--- src/common/esf_pkg.sv ---
// Shared constants, register map and types for the engine start, fuel and excitation sequencer
package esf_pkg;

	// ==========================================================
	// Register map (byte addresses)
	localparam int          ADDR_W       = 8;
	localparam int          DATA_W       = 32;
	localparam int          TMR_W        = 16;
	localparam logic [7:0]  REG_CTRL     = 8'h00;
	localparam logic [7:0]  REG_FUNC     = 8'h04;
	localparam logic [7:0]  REG_FUEL_DLY = 8'h08;
	localparam logic [7:0]  REG_BELT     = 8'h0c;
	localparam logic [7:0]  REG_OUT_STAT = 8'h10;
	localparam logic [7:0]  REG_IN_STAT  = 8'h14;
	localparam logic [7:0]  REG_GPO      = 8'h18;

	// ==========================================================
	// Field positions
	localparam int CTRL_START    = 0;
	localparam int CTRL_STOP     = 1;
	localparam int CTRL_ENERGIZE = 2;
	localparam int CTRL_ACK_A    = 3;
	localparam int CTRL_ACK_B    = 4;
	localparam int CTRL_DIGIN    = 5;
	localparam int CTRL_ALM_CLR  = 8;
	localparam int FUNC_START_LO = 0;
	localparam int FUNC_FUEL_LO  = 2;
	localparam int FUNC_STOP_SEL = 4;
	localparam int BELT_CLS_LO   = 16;
	localparam int OST_STARTER   = 0;
	localparam int OST_FUEL      = 1;
	localparam int OST_AUX       = 2;
	localparam int OST_EXCITE    = 3;
	localparam int IST_DIGIN     = 0;
	localparam int IST_RUNNING   = 1;
	localparam int IST_ALARM     = 2;
	localparam int IST_LOCKED    = 3;
	localparam int IST_STATE_LO  = 8;
	localparam int GPO_START     = 0;
	localparam int GPO_FUEL      = 1;
	localparam int GPO_AUX       = 2;

	// ==========================================================
	// Reset values
	localparam logic [5:0]       CTRL_RST     = 6'h00;
	localparam logic [TMR_W-1:0] FUEL_DLY_RST = 16'h0000;
	localparam logic [TMR_W-1:0] BELT_TO_RST  = 16'h0000;

	// ==========================================================
	// Timing, one tick per millisecond
	localparam int CLK_HZ             = 100_000_000;
	localparam int TICK_MS            = 1;
	localparam int TICK_DIV_DEF       = CLK_HZ / 1000 * TICK_MS;
	localparam int FUEL_LEAD_MS       = 200;
	localparam int STARTER_REL_MIN_MS = 200;
	localparam int STARTER_REL_MAX_MS = 300;
	localparam int EXC_HOLD_S         = 30;
	localparam int EXC_PHASE_S        = 5;
	localparam int EXC_AFTER_S        = 5;
	localparam logic [TMR_W-1:0] FUEL_LEAD_TK   = TMR_W'((FUEL_LEAD_MS + TICK_MS - 1) / TICK_MS);
	localparam logic [TMR_W-1:0] STARTER_REL_TK = TMR_W'((STARTER_REL_MIN_MS + TICK_MS - 1) / TICK_MS);
	localparam logic [TMR_W-1:0] EXC_HOLD_TK    = TMR_W'(EXC_HOLD_S * 1000 / TICK_MS);
	localparam logic [TMR_W-1:0] EXC_PHASE_TK   = TMR_W'(EXC_PHASE_S * 1000 / TICK_MS);
	localparam logic [TMR_W-1:0] EXC_AFTER_TK   = TMR_W'(EXC_AFTER_S * 1000 / TICK_MS);

	// Digital-input thresholds on the sense voltage, millivolts
	localparam logic [15:0] DIGIN_ON_MV  = 16'd4000;
	localparam logic [15:0] DIGIN_OFF_MV = 16'd3500;

	// ==========================================================
	// Types
	typedef enum logic [1:0] {
		ESF_FN_ENGINE = 2'h0,
		ESF_FN_GPO    = 2'h1,
		ESF_FN_OFF    = 2'h2,
		ESF_FN_ON     = 2'h3
	} esf_fn_e;

	typedef enum logic {
		ESF_STOP_AUX  = 1'b0,
		ESF_STOP_FUEL = 1'b1
	} esf_stop_e;

	typedef enum logic [1:0] {
		ESF_CLS_WARN  = 2'h0,
		ESF_CLS_DEACT = 2'h1,
		ESF_CLS_LOCK  = 2'h2,
		ESF_CLS_RSVD  = 2'h3
	} esf_cls_e;

	typedef enum logic [5:0] {
		ESF_ST_IDLE    = 6'h01,
		ESF_ST_PRIME   = 6'h02,
		ESF_ST_CRANK   = 6'h04,
		ESF_ST_RUN     = 6'h08,
		ESF_ST_STOP    = 6'h10,
		ESF_ST_RELEASE = 6'h20
	} esf_state_e;

	typedef struct packed {
		logic starter_output;
		logic fuel_valve_output;
		logic aux_output;
		logic excite_out;
		logic excite_oe;
	} esf_pins_s;

	typedef struct packed {
		logic     broken_belt_alarm;
		esf_cls_e belt_alarm_class;
		logic     engine_locked;
	} esf_alarm_s;

endpackage : esf_pkg

--- src/core/esf_tick.sv ---
// Millisecond tick prescaler for the sequence timers
`timescale 1ns/10ps
`default_nettype none

module esf_tick #(
	parameter int DIV = esf_pkg::TICK_DIV_DEF
) (
	input  wire logic clk,
	input  wire logic rst,
	output logic      tick
);
	import esf_pkg::*;

	typedef struct packed {
		logic [31:0] cnt;
		logic        tick;
	} esf_tick_s;

	esf_tick_s s;
	esf_tick_s next_s;

	always_comb begin
		next_s      = s;
		next_s.tick = 1'b0;
		if (s.cnt == 32'(DIV - 1)) begin
			next_s.cnt  = 32'h0000_0000;
			next_s.tick = 1'b1;
		end else begin
			next_s.cnt = s.cnt + 32'h0000_0001;
		end
	end

	always_ff @(posedge clk) begin
		if (rst) begin
			s <= '0;
		end else begin
			s <= next_s;
		end
	end

	assign tick = s.tick;

endmodule : esf_tick

`default_nettype wire

--- src/core/esf_ctrl.sv ---
// Engine start, fuel valve and alternator excitation sequencer with APB registers
// Functional notes
// - Starter on for a start request, released 200-300 ms after running detected
// - Deenergize mode: fuel valve on at least 200 ms before starter
// - Deenergize mode: fuel held while running, engine stopped by dropping fuel
// - Engine stopped by other means: fuel release postponed by programmable delay
// - Status register shows starter and fuel outputs, 1 active, 0 inactive
// - Energize mode: engine runs until explicit stop output, auxiliary by default
// - Starter pin function selectable for use without engine control
// - Fuel pin function selectable for use without engine control
// - Excitation asserted together with the engine start command
// - Before acknowledgement excitation held 30 s, then 5 s on, 5 s off
// - After acknowledgement excitation kept 5 s more, then released
// - Sense voltage low after start or while running raises alarm after timeout
// - Alarm class warning, deactivation or lock; zero timeout disables alarm
// - Sense voltage acknowledges start only when enable settings allow it
// - Digital input mode reports pin input state, 1 active, 0 inactive
`timescale 1ns/10ps
`default_nettype none

module esf_ctrl #(
	parameter int TICK_DIV = esf_pkg::TICK_DIV_DEF
) (
	input  wire logic                      clk,
	input  wire logic                      rst,
	input  wire logic [esf_pkg::ADDR_W-1:0] paddr,
	input  wire logic                      psel,
	input  wire logic                      penable,
	input  wire logic                      pwrite,
	input  wire logic [esf_pkg::DATA_W-1:0] pwdata,
	output logic                           pready,
	output logic      [esf_pkg::DATA_W-1:0] prdata,
	output logic                           pslverr,
	input  wire logic                      engine_running_pin,
	input  wire logic [15:0]               alternator_sense_voltage,
	output esf_pkg::esf_pins_s             pins,
	output esf_pkg::esf_alarm_s            alarm
);
	import esf_pkg::*;

	// ==========================================================
	// State
	typedef struct packed {
		esf_state_e       st;
		logic [TMR_W-1:0] tmr;
		logic [TMR_W-1:0] exc_tmr;
		logic [TMR_W-1:0] ph_tmr;
		logic             exc_ph;
		logic [TMR_W-1:0] ack_tmr;
		logic [TMR_W-1:0] belt_tmr;
		logic             alarm;
		logic [5:0]       ctrl;
		esf_fn_e          fn_start;
		esf_fn_e          fn_fuel;
		esf_stop_e        stop_sel;
		logic [TMR_W-1:0] fuel_dly;
		logic [TMR_W-1:0] belt_to;
		esf_cls_e         belt_cls;
		logic [2:0]       gpo;
		logic             digin;
		logic             run_s1;
		logic             run_s2;
		esf_pins_s        pins;
		logic             ack;
		logic [DATA_W-1:0] rdata;
	} esf_ctrl_s;

	esf_ctrl_s s;
	esf_ctrl_s next_s;
	logic      tick;

	esf_tick #(
		.DIV (TICK_DIV)
	) u_tick (
		.clk  (clk),
		.rst  (rst),
		.tick (tick)
	);

	// ==========================================================
	// Functions
	function automatic logic fn_mux(input esf_fn_e fn, input logic eng, input logic gp);
		logic r;
		r = 1'b0;
		unique case (fn)
			ESF_FN_ENGINE: r = eng;
			ESF_FN_GPO:    r = gp;
			ESF_FN_OFF:    r = 1'b0;
			ESF_FN_ON:     r = 1'b1;
		endcase
		return r;
	endfunction : fn_mux

	function automatic logic [TMR_W-1:0] inc_sat(input logic [TMR_W-1:0] v, input logic en);
		logic [TMR_W-1:0] r;
		r = v;
		if (en && (v != {TMR_W{1'b1}})) begin
			r = v + TMR_W'(1);
		end
		return r;
	endfunction : inc_sat

	function automatic logic reg_mapped(input logic [ADDR_W-1:0] a);
		return (a == REG_CTRL) || (a == REG_FUNC) || (a == REG_FUEL_DLY) || (a == REG_BELT) ||
			(a == REG_OUT_STAT) || (a == REG_IN_STAT) || (a == REG_GPO);
	endfunction : reg_mapped

	// ==========================================================
	// Derived conditions
	logic energize;
	logic run_other;
	logic dplus_crank;
	logic dplus_run;
	logic alarm_stops;
	logic access;
	logic wr_fire;
	logic eng_fuel;
	logic eng_starter;
	logic stop_cmd;
	logic alm_clr;

	always_comb begin
		energize    = s.ctrl[CTRL_ENERGIZE];
		run_other   = s.run_s2;
		dplus_crank = s.digin && s.ctrl[CTRL_ACK_A];
		dplus_run   = s.digin && s.ctrl[CTRL_ACK_B];
		alarm_stops = s.alarm && (s.belt_cls != ESF_CLS_WARN);
		access      = psel && penable;
		wr_fire     = access && s.ack && pwrite;
		alm_clr     = wr_fire && (paddr == REG_CTRL) && pwdata[CTRL_ALM_CLR];
	end

	// ==========================================================
	// Next state
	always_comb begin
		next_s        = s;
		next_s.run_s1 = engine_running_pin;
		next_s.run_s2 = s.run_s1;

		// Hysteretic level on the sense voltage
		if (alternator_sense_voltage > DIGIN_ON_MV) begin
			next_s.digin = 1'b1;
		end else if (alternator_sense_voltage < DIGIN_OFF_MV) begin
			next_s.digin = 1'b0;
		end

		// Sequencer
		unique case (s.st)
			ESF_ST_IDLE: begin
				next_s.tmr     = '0;
				next_s.ack_tmr = '0;
				if (s.ctrl[CTRL_START] && !s.ctrl[CTRL_STOP] && !alarm_stops) begin
					next_s.st = ESF_ST_PRIME;
				end
			end
			ESF_ST_PRIME: begin
				next_s.tmr = inc_sat(s.tmr, tick);
				if (s.ctrl[CTRL_STOP] || !s.ctrl[CTRL_START]) begin
					next_s.st = ESF_ST_IDLE;
				end else if (energize || (s.tmr >= FUEL_LEAD_TK)) begin
					next_s.st      = ESF_ST_CRANK;
					next_s.exc_tmr = '0;
					next_s.ph_tmr  = '0;
					next_s.exc_ph  = 1'b1;
				end
			end
			ESF_ST_CRANK: begin
				if (s.exc_tmr < EXC_HOLD_TK) begin
					next_s.exc_tmr = inc_sat(s.exc_tmr, tick);
				end else if (tick) begin
					if (s.ph_tmr >= EXC_PHASE_TK - TMR_W'(1)) begin
						next_s.ph_tmr = '0;
						next_s.exc_ph = !s.exc_ph;
					end else begin
						next_s.ph_tmr = s.ph_tmr + TMR_W'(1);
					end
				end
				if (s.ctrl[CTRL_STOP] || !s.ctrl[CTRL_START]) begin
					next_s.st  = ESF_ST_STOP;
					next_s.tmr = '0;
				end else if (run_other || dplus_crank) begin
					next_s.st      = ESF_ST_RUN;
					next_s.tmr     = '0;
					next_s.ack_tmr = '0;
				end
			end
			ESF_ST_RUN: begin
				next_s.tmr     = inc_sat(s.tmr, tick);
				next_s.ack_tmr = inc_sat(s.ack_tmr, tick);
				if (s.ctrl[CTRL_STOP] || alarm_stops) begin
					next_s.st  = ESF_ST_STOP;
					next_s.tmr = '0;
				end else if (!energize && !run_other && !dplus_run) begin
					next_s.st  = ESF_ST_RELEASE;
					next_s.tmr = '0;
				end
			end
			ESF_ST_STOP: begin
				if (!run_other && !dplus_run) begin
					next_s.st = ESF_ST_IDLE;
				end
			end
			ESF_ST_RELEASE: begin
				next_s.tmr = inc_sat(s.tmr, tick);
				if (s.tmr >= s.fuel_dly) begin
					next_s.st = ESF_ST_IDLE;
				end
			end
			default: begin
				next_s.st = ESF_ST_IDLE;
			end
		endcase

		// Belt watchdog, counts while running with the sense level low
		if ((s.st == ESF_ST_RUN) && !s.digin) begin
			next_s.belt_tmr = inc_sat(s.belt_tmr, tick);
		end else begin
			next_s.belt_tmr = '0;
		end
		if (alm_clr) begin
			next_s.alarm = 1'b0;
		end
		if ((s.belt_to != '0) && (s.belt_tmr >= s.belt_to)) begin
			next_s.alarm = 1'b1;
		end

		// Pin drive
		eng_starter = (s.st == ESF_ST_CRANK) || ((s.st == ESF_ST_RUN) && (s.tmr < STARTER_REL_TK));
		eng_fuel    = !energize && ((s.st == ESF_ST_PRIME) || (s.st == ESF_ST_CRANK) ||
			(s.st == ESF_ST_RUN) || (s.st == ESF_ST_RELEASE));
		stop_cmd    = energize && (s.st == ESF_ST_STOP);
		next_s.pins.starter_output = fn_mux(s.fn_start, eng_starter, s.gpo[GPO_START]);
		if (stop_cmd && (s.stop_sel == ESF_STOP_FUEL)) begin
			next_s.pins.fuel_valve_output = 1'b1;
		end else begin
			next_s.pins.fuel_valve_output = fn_mux(s.fn_fuel, eng_fuel, s.gpo[GPO_FUEL]);
		end
		next_s.pins.aux_output = (s.stop_sel == ESF_STOP_AUX) ? stop_cmd : s.gpo[GPO_AUX];
		next_s.pins.excite_oe  = !s.ctrl[CTRL_DIGIN];
		// Same one-cycle lag as the starter, so both commands rise on the same edge
		next_s.pins.excite_out = !s.ctrl[CTRL_DIGIN] &&
			(((s.st == ESF_ST_CRANK) && ((s.exc_tmr < EXC_HOLD_TK) || s.exc_ph)) ||
			((s.st == ESF_ST_RUN) && (s.ack_tmr < EXC_AFTER_TK)));

		// APB slave: one wait state, read data latched on the first access cycle
		next_s.ack = access && !s.ack;
		if (access && !s.ack) begin
			next_s.rdata = '0;
			unique case (paddr)
				REG_CTRL:     next_s.rdata[5:0] = s.ctrl;
				REG_FUNC:     next_s.rdata[FUNC_STOP_SEL:0] = {s.stop_sel, s.fn_fuel, s.fn_start};
				REG_FUEL_DLY: next_s.rdata[TMR_W-1:0] = s.fuel_dly;
				REG_BELT:     next_s.rdata[BELT_CLS_LO+1:0] = {s.belt_cls, s.belt_to};
				REG_OUT_STAT: begin
					next_s.rdata[OST_STARTER] = s.pins.starter_output;
					next_s.rdata[OST_FUEL]    = s.pins.fuel_valve_output;
					next_s.rdata[OST_AUX]     = s.pins.aux_output;
					next_s.rdata[OST_EXCITE]  = s.pins.excite_out;
				end
				REG_IN_STAT: begin
					next_s.rdata[IST_DIGIN]   = s.ctrl[CTRL_DIGIN] && s.digin;
					next_s.rdata[IST_RUNNING] = (s.st == ESF_ST_RUN);
					next_s.rdata[IST_ALARM]   = s.alarm;
					next_s.rdata[IST_LOCKED]  = s.alarm && (s.belt_cls == ESF_CLS_LOCK);
					next_s.rdata[IST_STATE_LO+5:IST_STATE_LO] = s.st;
				end
				REG_GPO:      next_s.rdata[2:0] = s.gpo;
				default:      next_s.rdata = '0;
			endcase
		end
		if (wr_fire) begin
			unique case (paddr)
				REG_CTRL:     next_s.ctrl = pwdata[5:0];
				REG_FUNC: begin
					next_s.fn_start = esf_fn_e'(pwdata[FUNC_START_LO+1:FUNC_START_LO]);
					next_s.fn_fuel  = esf_fn_e'(pwdata[FUNC_FUEL_LO+1:FUNC_FUEL_LO]);
					next_s.stop_sel = esf_stop_e'(pwdata[FUNC_STOP_SEL]);
				end
				REG_FUEL_DLY: next_s.fuel_dly = pwdata[TMR_W-1:0];
				REG_BELT: begin
					next_s.belt_to  = pwdata[TMR_W-1:0];
					next_s.belt_cls = esf_cls_e'(pwdata[BELT_CLS_LO+1:BELT_CLS_LO]);
				end
				REG_GPO:      next_s.gpo = pwdata[2:0];
				default:      next_s.gpo = s.gpo;
			endcase
		end
	end

	// ==========================================================
	// Registers
	always_ff @(posedge clk) begin
		if (rst) begin
			s          <= '0;
			s.st       <= ESF_ST_IDLE;
			s.ctrl     <= CTRL_RST;
			s.fn_start <= ESF_FN_ENGINE;
			s.fn_fuel  <= ESF_FN_ENGINE;
			s.stop_sel <= ESF_STOP_AUX;
			s.fuel_dly <= FUEL_DLY_RST;
			s.belt_to  <= BELT_TO_RST;
			s.belt_cls <= ESF_CLS_WARN;
			s.exc_ph   <= 1'b1;
		end else begin
			s <= next_s;
		end
	end

	// ==========================================================
	// Outputs
	assign pready  = access && s.ack;
	assign pslverr = access && s.ack && !reg_mapped(paddr);
	assign prdata  = s.rdata;
	assign pins    = s.pins;
	assign alarm   = '{broken_belt_alarm: s.alarm, belt_alarm_class: s.belt_cls,
		engine_locked: s.alarm && (s.belt_cls == ESF_CLS_LOCK)};

endmodule : esf_ctrl

`default_nettype wire

--- config.mk ---
export PLATFORM = sky130hd
export DESIGN_NAME = esf_ctrl
export DESIGN_NICKNAME = d
export VERILOG_FILES = /design/src/common/esf_pkg.sv /design/src/core/esf_tick.sv /design/src/core/esf_ctrl.sv
export SDC_FILE = /design/constraint.sdc
export NUM_CORES = 1
export LEC_CHECK = 0
export BUFFER_PORTS_ARGS = -buffer_cell sky130_fd_sc_hd__buf_4
export CAP_MARGIN = 20
export CORE_MARGIN = 2
export CORE_UTILIZATION = 30
export DETAILED_ROUTE_END_ITERATION = 8
export PLACE_DENSITY = 0.53
export SLEW_MARGIN = 20
export SYNTH_ARGS = -nofsm -noshare
export SYNTH_HDL_FRONTEND = slang
export SYNTH_SLANG_ARGS = --single-unit
--- constraint.sdc ---
create_clock -name clk -period 2.35 [get_ports clk]
set_input_delay 0.235 -clock clk [delete_from_list [all_inputs] [get_ports clk]]
set_output_delay 0.235 -clock clk [all_outputs]
set_load 0.02 [all_outputs]
# [Yosys cells after proc, flatten, opt, wreduce, memory -nomap -nowiden]
# Index checks and enable logic that the tools add are counted.
[word_totals] out_inout_bits=43 regBits=196 elab_cells=207 inputBits=62
[classes] n_lt_le_gt_ge=9 bitwise_logic=1 n_mux=42 n_addsub=6 reduce_logical=81 eq_ne=40
[op_table] op="$mux 16" n=7
[op_table] op="$mux 22" n=4
[op_table] op="$add 16x1->16 const B" n=5
[op_table] op="$mux 33" n=2
[op_table] op="$pmux 33 s2" n=1
[op_table] op="$ne 16x16->1 const B" n=4
[op_table] op="$pmux 16 s4" n=1
[op_table] op="$pmux 16 s3" n=1
[op_table] op="$pmux 6 s6" n=1
[op_table] op="$mux 17" n=2
[op_table] op="$add 32x1->32 const B" n=1
[op_table] op="$eq 32x17->1 const B" n=1
[op_table] op="$ge 16x16->1" n=2
[op_table] op="$logic_and 1x1->1" n=30
[op_table] op="$mux 6" n=5
[op_table] op="$eq 8x5->1 const B" n=3
[op_table] op="$ne 2x2->1 const B" n=11
[op_table] op="$pmux 3 s7" n=1
[op_table] op="$pmux 6 s3" n=1
[op_table] op="$eq 8x4->1 const B" n=2
[op_table] op="$ge 16x13->1 const B" n=1
[op_table] op="$ge 16x8->1 const B" n=1
[op_table] op="$gt 16x12->1 const B" n=1
[op_table] op="$logic_or 1x1->1" n=16
[op_table] op="34 further kinds" n=75

# [Longest topological paths before layout]
[logic_depth] word_depth=9 depth_mapped=8 mapped_depth_nobuf=8

# [Modules after synthesis]
# A second synthesis with hierarchy kept.
[hier_totals] hier_cells=1272 hier_area_um2=10457.5
[by_module_without_submodules] module="esf_ctrl" area_each_um2=8853.5 cells_per_inst=1087 n_inst=1 seq_area_each_um2=3263.1
[by_module_without_submodules] module="esf_tick" area_each_um2=1604.0 cells_per_inst=185 n_inst=1 seq_area_each_um2=660.6

# [Worst setup path before layout]
# OpenSTA, ideal clock, no wires.
[synth_timing] path_kind="reg2reg" start="register s[176] (netlist name)" end="register s[127] (netlist name)" setup_time_ns=0.132 synth_period_minus_slack_ns=2.274 stages_incl_launch_ff=9 n_path_buf=2 arrival_ns=2.142 t_required_ns=2.218 setup_slack_ns=0.076 path_cell_list="dfxtp_1 buf_6 or4_4 nor4b_4 o21ai_0 a21o_2 buf_2 o21ai_0 a21oi_1"
[synth_between] elab_chain_cells=3 word_cells_on_any_way=9 classes_between="eq/ne: 6; mux: 1; reduce/logical: 2"
[synth_rtl] element="from (decl)" line="esf_ctrl.sv:68" rtl="esf_ctrl_s s;"
[synth_rtl] element="from (signal assigned)" line="esf_ctrl.sv:305" rtl="s <= next_s;"
[synth_rtl] element="$eq 6x3->1 / $eq 6x2->1 (equally long branches)" line="esf_ctrl.sv:148" rtl="unique case (s.st)"
[synth_rtl] element="$ne 2x1->1 (no line), or another cell as far along"
[synth_rtl] element="$reduce_and 5->1 (no line)"
# Several ways; a longest one is shown, not always the timed one.
# A chain may end at the register's enable or synchronous reset.

# [Final worst setup path]
[layout_timing] start="register s[175] (netlist name)" end="register s[166] (netlist name)"
[layout_between] elab_chain_cells=4 word_cells_on_any_way=10 classes_between="eq/ne: 6; mux: 1; reduce/logical: 3"
[layout_rtl] element="$eq 6x2->1 / $eq 6x6->1 (equally long branches)" line="esf_ctrl.sv:148"
[layout_rtl] element="$reduce_or 2->1 (no line)"
[layout_rtl] element="$reduce_bool 4->1 (no line)"
[layout_rtl] element="$reduce_and 2->1 (no line)"
# Several ways; a longest one is shown, not always the timed one.

==> results.md <==
- Post-synthesis area per instance: around 8.1 sq um
- Ratio of final minimum period to clock period: 0.9778
- Top post-synthesis cells by area: sky130_fd_sc_hd__dfxtp_1 (38%), sky130_fd_sc_hd__nor2_1 (5.0%), sky130_fd_sc_hd__a21oi_1 (5.0%)
- Netlist Area Pre-Place: around 10000 sq um
- Longest Clk Path Bufs: 2
- Total area of multi-input combinational cells: ~5900 sq um
- Synthesized instance count: 1284
- Share of the synthesized area in the top cell type: 0.3764
- Setup crit start kind: register
- H-tree levels: 4
- Average detailed-routed wire length per instance: around 16 um
- Root Buffer: sky130_fd_sc_hd__clkbuf_16
- Async set-reset flop share out of synthesis: 0
- Number of enable-type register cells in the synthesized netlist: 0
- Data arrival at the endpoint of the critical path: between 2 and 3 ns
- Top achievable clock speed: ~440 MHz
- Pins over their slew limit: 0
- Overall die width: 190.4 um
- Worst hold slack: roughly 0.042 ns
- Total number of placement rows: 68
- Relative area change from synthesis to final layout: 20.91%
- Dominant cell by count in the synthesized netlist: sky130_fd_sc_hd__dfxtp_1
- TritonCTS sink count: 196
- Number of DRC violations after detailed-routing iteration 0: 512
- Post-route setup slack: about 0.052 ns
- Leakage dissipation: ~4.7 nW
- Share of cells above drive strength 1: 0.1788
- Setup repair after global routing missed its margin: true
- Via count of the first global-routing pass: ~9000
- Worst-Margin Slew: around 0.64 ns
- Area occupied by registers: 3929 sq um
- DIE AREA: around 36000 sq um
- Placer's final routability congestion estimate: approximately 0.84
- Vias after detailed routing: about 9500
- Number of buffers created by CTS: 17
- Io pins: between 100 and 150
- PwrDens: about 530 nW/um^2
- GR Overflow Total: 0
- Dominant synthesized flop cell: sky130_fd_sc_hd__dfxtp_1
- Clock slew at reported path FFs: approximately 0.08 ns
- Fill cell instance count of the final layout: 3599
- Number of diodes added for antenna fixing: 0
- Relative slew slack: 0.5736
- Setup slack after placement: -0.02725 ns
- Antenna violations before repair: 0
- Min Tclk post-route: between 2 and 2.5 ns
- First-pass detailed-route iteration total: 7
- Core region area: 34370 sq um
- TritonCTS clock tree: built
- Total routed wirelength: between 20 and 30 mm
- Largest voltage drop on the vdd net: 0.0004787 V
- Worst-path maximum fanout: 5
- Total power: between 0.006 and 0.007 W
- Input/output buffers: 76
- All-Layer GR Usage: 0.1627
- Biggest area consumer among synthesized cells: sky130_fd_sc_hd__dfxtp_1
- Flip-flop and latch count after synthesis: about 200
- Global-route wire length before repair: 47.39 mm
- Vias per Instance: roughly 5.1
- Worst Hold Class: in -> reg
- Pin count of the biggest net entering global routing: 51
- Clock network latency to the later pin of the worst-skew pair: around 0.44 ns
- YS warnings: 0
- Worst Path Class, Setup: reg -> reg
- Total number of nets in the final design: between 1500 and 2000
- Number of routed nets with antenna violations: 0
- Skew final: ~0.018 ns
- Unique masters post-synth: between 80 and 90
- Part of the Yosys area used for sequential elements: 0.3764
- Status: finished, final reports clean
- Leading post-synthesis cells by instance count: sky130_fd_sc_hd__dfxtp_1 (196), sky130_fd_sc_hd__nor2_1 (140), sky130_fd_sc_hd__nand2_1 (137), sky130_fd_sc_hd__a21oi_1 (104), sky130_fd_sc_hd__nand3_1 (67)
- Count of max-cap constraint violations: 0
- Number of hold-slack violations in the final timing report: 0
- Count of final setup violators: 0
- Detail Placement HPWL: 21.78 mm
- Initial cell density of the core: 0.3033
- Chip Height: approximately 190 um
- DR DRC count: 0
- Required time worst endpoint: between 2 and 3 ns
- Endpoint type of the worst setup path: register
critical path, stage by stage (launching register included):
cell and delay, ns:
sky130_fd_sc_hd__dfxtp_2 0.34, sky130_fd_sc_hd__buf_4 0.14, sky130_fd_sc_hd__or4_4 0.53, sky130_fd_sc_hd__nor4b_4 0.27
sky130_fd_sc_hd__nand2_1 0.13, sky130_fd_sc_hd__a31o_4 0.25, sky130_fd_sc_hd__or4_1 0.49, sky130_fd_sc_hd__nand2_1 0.07
state kept, by name, summed over array words and instances (netlist names):
| register | cells |
|---|---|
| pins | 5 |
| energize | 1 |
| run_other | 1 |
| alarm | 3 |
| u_tick.s | 32 |
| next_s | 1 |
| prdata | 18 |
| s | 134 |
| u_tick.tick | 1 |
path summary, 6_finish.rpt:
check / startpoint / endpoint / slack [ns] / cells past startpoint
min: alternator_sense_voltage[12] / s[40] / 0.04 / 3
max reg2reg: s[175] / s[166] / 0.05 / 7
max: s[175] / s[166] / 0.05 / 7
min reg2reg: s[64] / s[64] / 0.45 / 2
cells in the final DEF, fill, tap and decap left out, types with 4 or more instances in the layout:
cell                        instances
sky130_fd_sc_hd__mux2i_1           25
sky130_fd_sc_hd__or2_2              4
sky130_fd_sc_hd__nand2b_1          11
sky130_fd_sc_hd__a21o_1             6
sky130_fd_sc_hd__ha_1              39
sky130_fd_sc_hd__o21ai_1            4
sky130_fd_sc_hd__nand2_1          136
sky130_fd_sc_hd__nand3b_1           8
sky130_fd_sc_hd__nor4b_1            4
sky130_fd_sc_hd__nor2b_1           10
sky130_fd_sc_hd__or3_1             13
sky130_fd_sc_hd__a21oi_1          102
sky130_fd_sc_hd__and4_1             8
sky130_fd_sc_hd__dfxtp_1          192
sky130_fd_sc_hd__o22ai_1            4
sky130_fd_sc_hd__clkbuf_16         17
sky130_fd_sc_hd__or4_1              8
sky130_fd_sc_hd__nand3_1           67
sky130_fd_sc_hd__nor3_1            23
sky130_fd_sc_hd__o21a_1             7
sky130_fd_sc_hd__a22o_1             5
sky130_fd_sc_hd__and2_1            12
sky130_fd_sc_hd__inv_1             51
sky130_fd_sc_hd__and3_1            27
sky130_fd_sc_hd__dfxtp_2            4
sky130_fd_sc_hd__nor4_1            30
sky130_fd_sc_hd__xnor2_1           41
sky130_fd_sc_hd__a211oi_1           8
sky130_fd_sc_hd__nand4_1           34
sky130_fd_sc_hd__o21ai_0           46
sky130_fd_sc_hd__o211ai_1           9
sky130_fd_sc_hd__a31oi_1           10
sky130_fd_sc_hd__nor3b_1            6
sky130_fd_sc_hd__conb_1            14
sky130_fd_sc_hd__buf_4            175
sky130_fd_sc_hd__xor2_1            27
sky130_fd_sc_hd__nor2_1           140
cell type report:
cell class | count | share of cell area
multi-input combinational | 956 | 0.4703
clock buffer | 19 | 0.03594
tap | 455 | 0.04517
sequential | 196 | 0.3117
inverter | 51 | 0.01519
clock inverter | 13 | 0.01171
timing repair buffer | 180 | 0.1100
what timing repair did:
item / in CTS / in global routing
cloned: 0 / 1
endpoints found under the hold margin: 1 / 0
setup buffers: 2 / 2
setup endpoints to repair: 3 / 31
hold buffers: 1 / 0
pin swaps: 5 / 8
resized for setup: 6 / 23
kinds of logic (layout without fill, tap and decap cells):
logic type               after synthesis  count (layout)  synth area share
AND/OR/NAND/NOR                      562             562            0.2737
AO/OA/AOI/OAI                        244             245            0.1478
flip-flops                           196             196            0.3764
buffers and inverters                146             263           0.06950
XOR/XNOR                              68              68           0.05714
adder cells (fa/ha/maj)               39              39           0.04681
multiplexers                          28              28           0.02833
other                                  1              14         0.0003598
metal layers:
| metal | wire length, um | up-vias | global-route usage |
|---|---|---|---|
| li1 | - | 4734 | - |
| met1 | 13750 | 4521 | 0.2104 |
| met2 | 13960 | 199 | 0.2755 |
| met3 | 1152 | 36 | 0.02908 |
| met4 | 520 | 0 | 0.04830 |
| met5 | 0 | - | 0 |
metrics by stage:
| stage | utilization | setup TNS, ns | cells | area (sq um) |
|---|---|---|---|---|
| floorplan | - | 0 | 1297 | 10470 |
| global placement | 0.3447 | -0.03569 | 1832 | 11850 |
| detailed placement | 0.3447 | -0.04280 | 1832 | 11850 |
| CTS | 0.3636 | 0 | 1867 | 12500 |
| global route | 0.3667 | -0.1278 | 1870 | 12600 |
| finish | 0.3667 | 0 | 1870 | 12600 |
where the power goes:
part | switching [W] | internal (W)
clock network | 0.00141 | 0.00164
registers | 0.0000109 | 0.00333
logic | 0.000208 | 0.000134
total | 0.00163 | 0.00511
No activity file was read; power rests on OpenSTA's default activity.
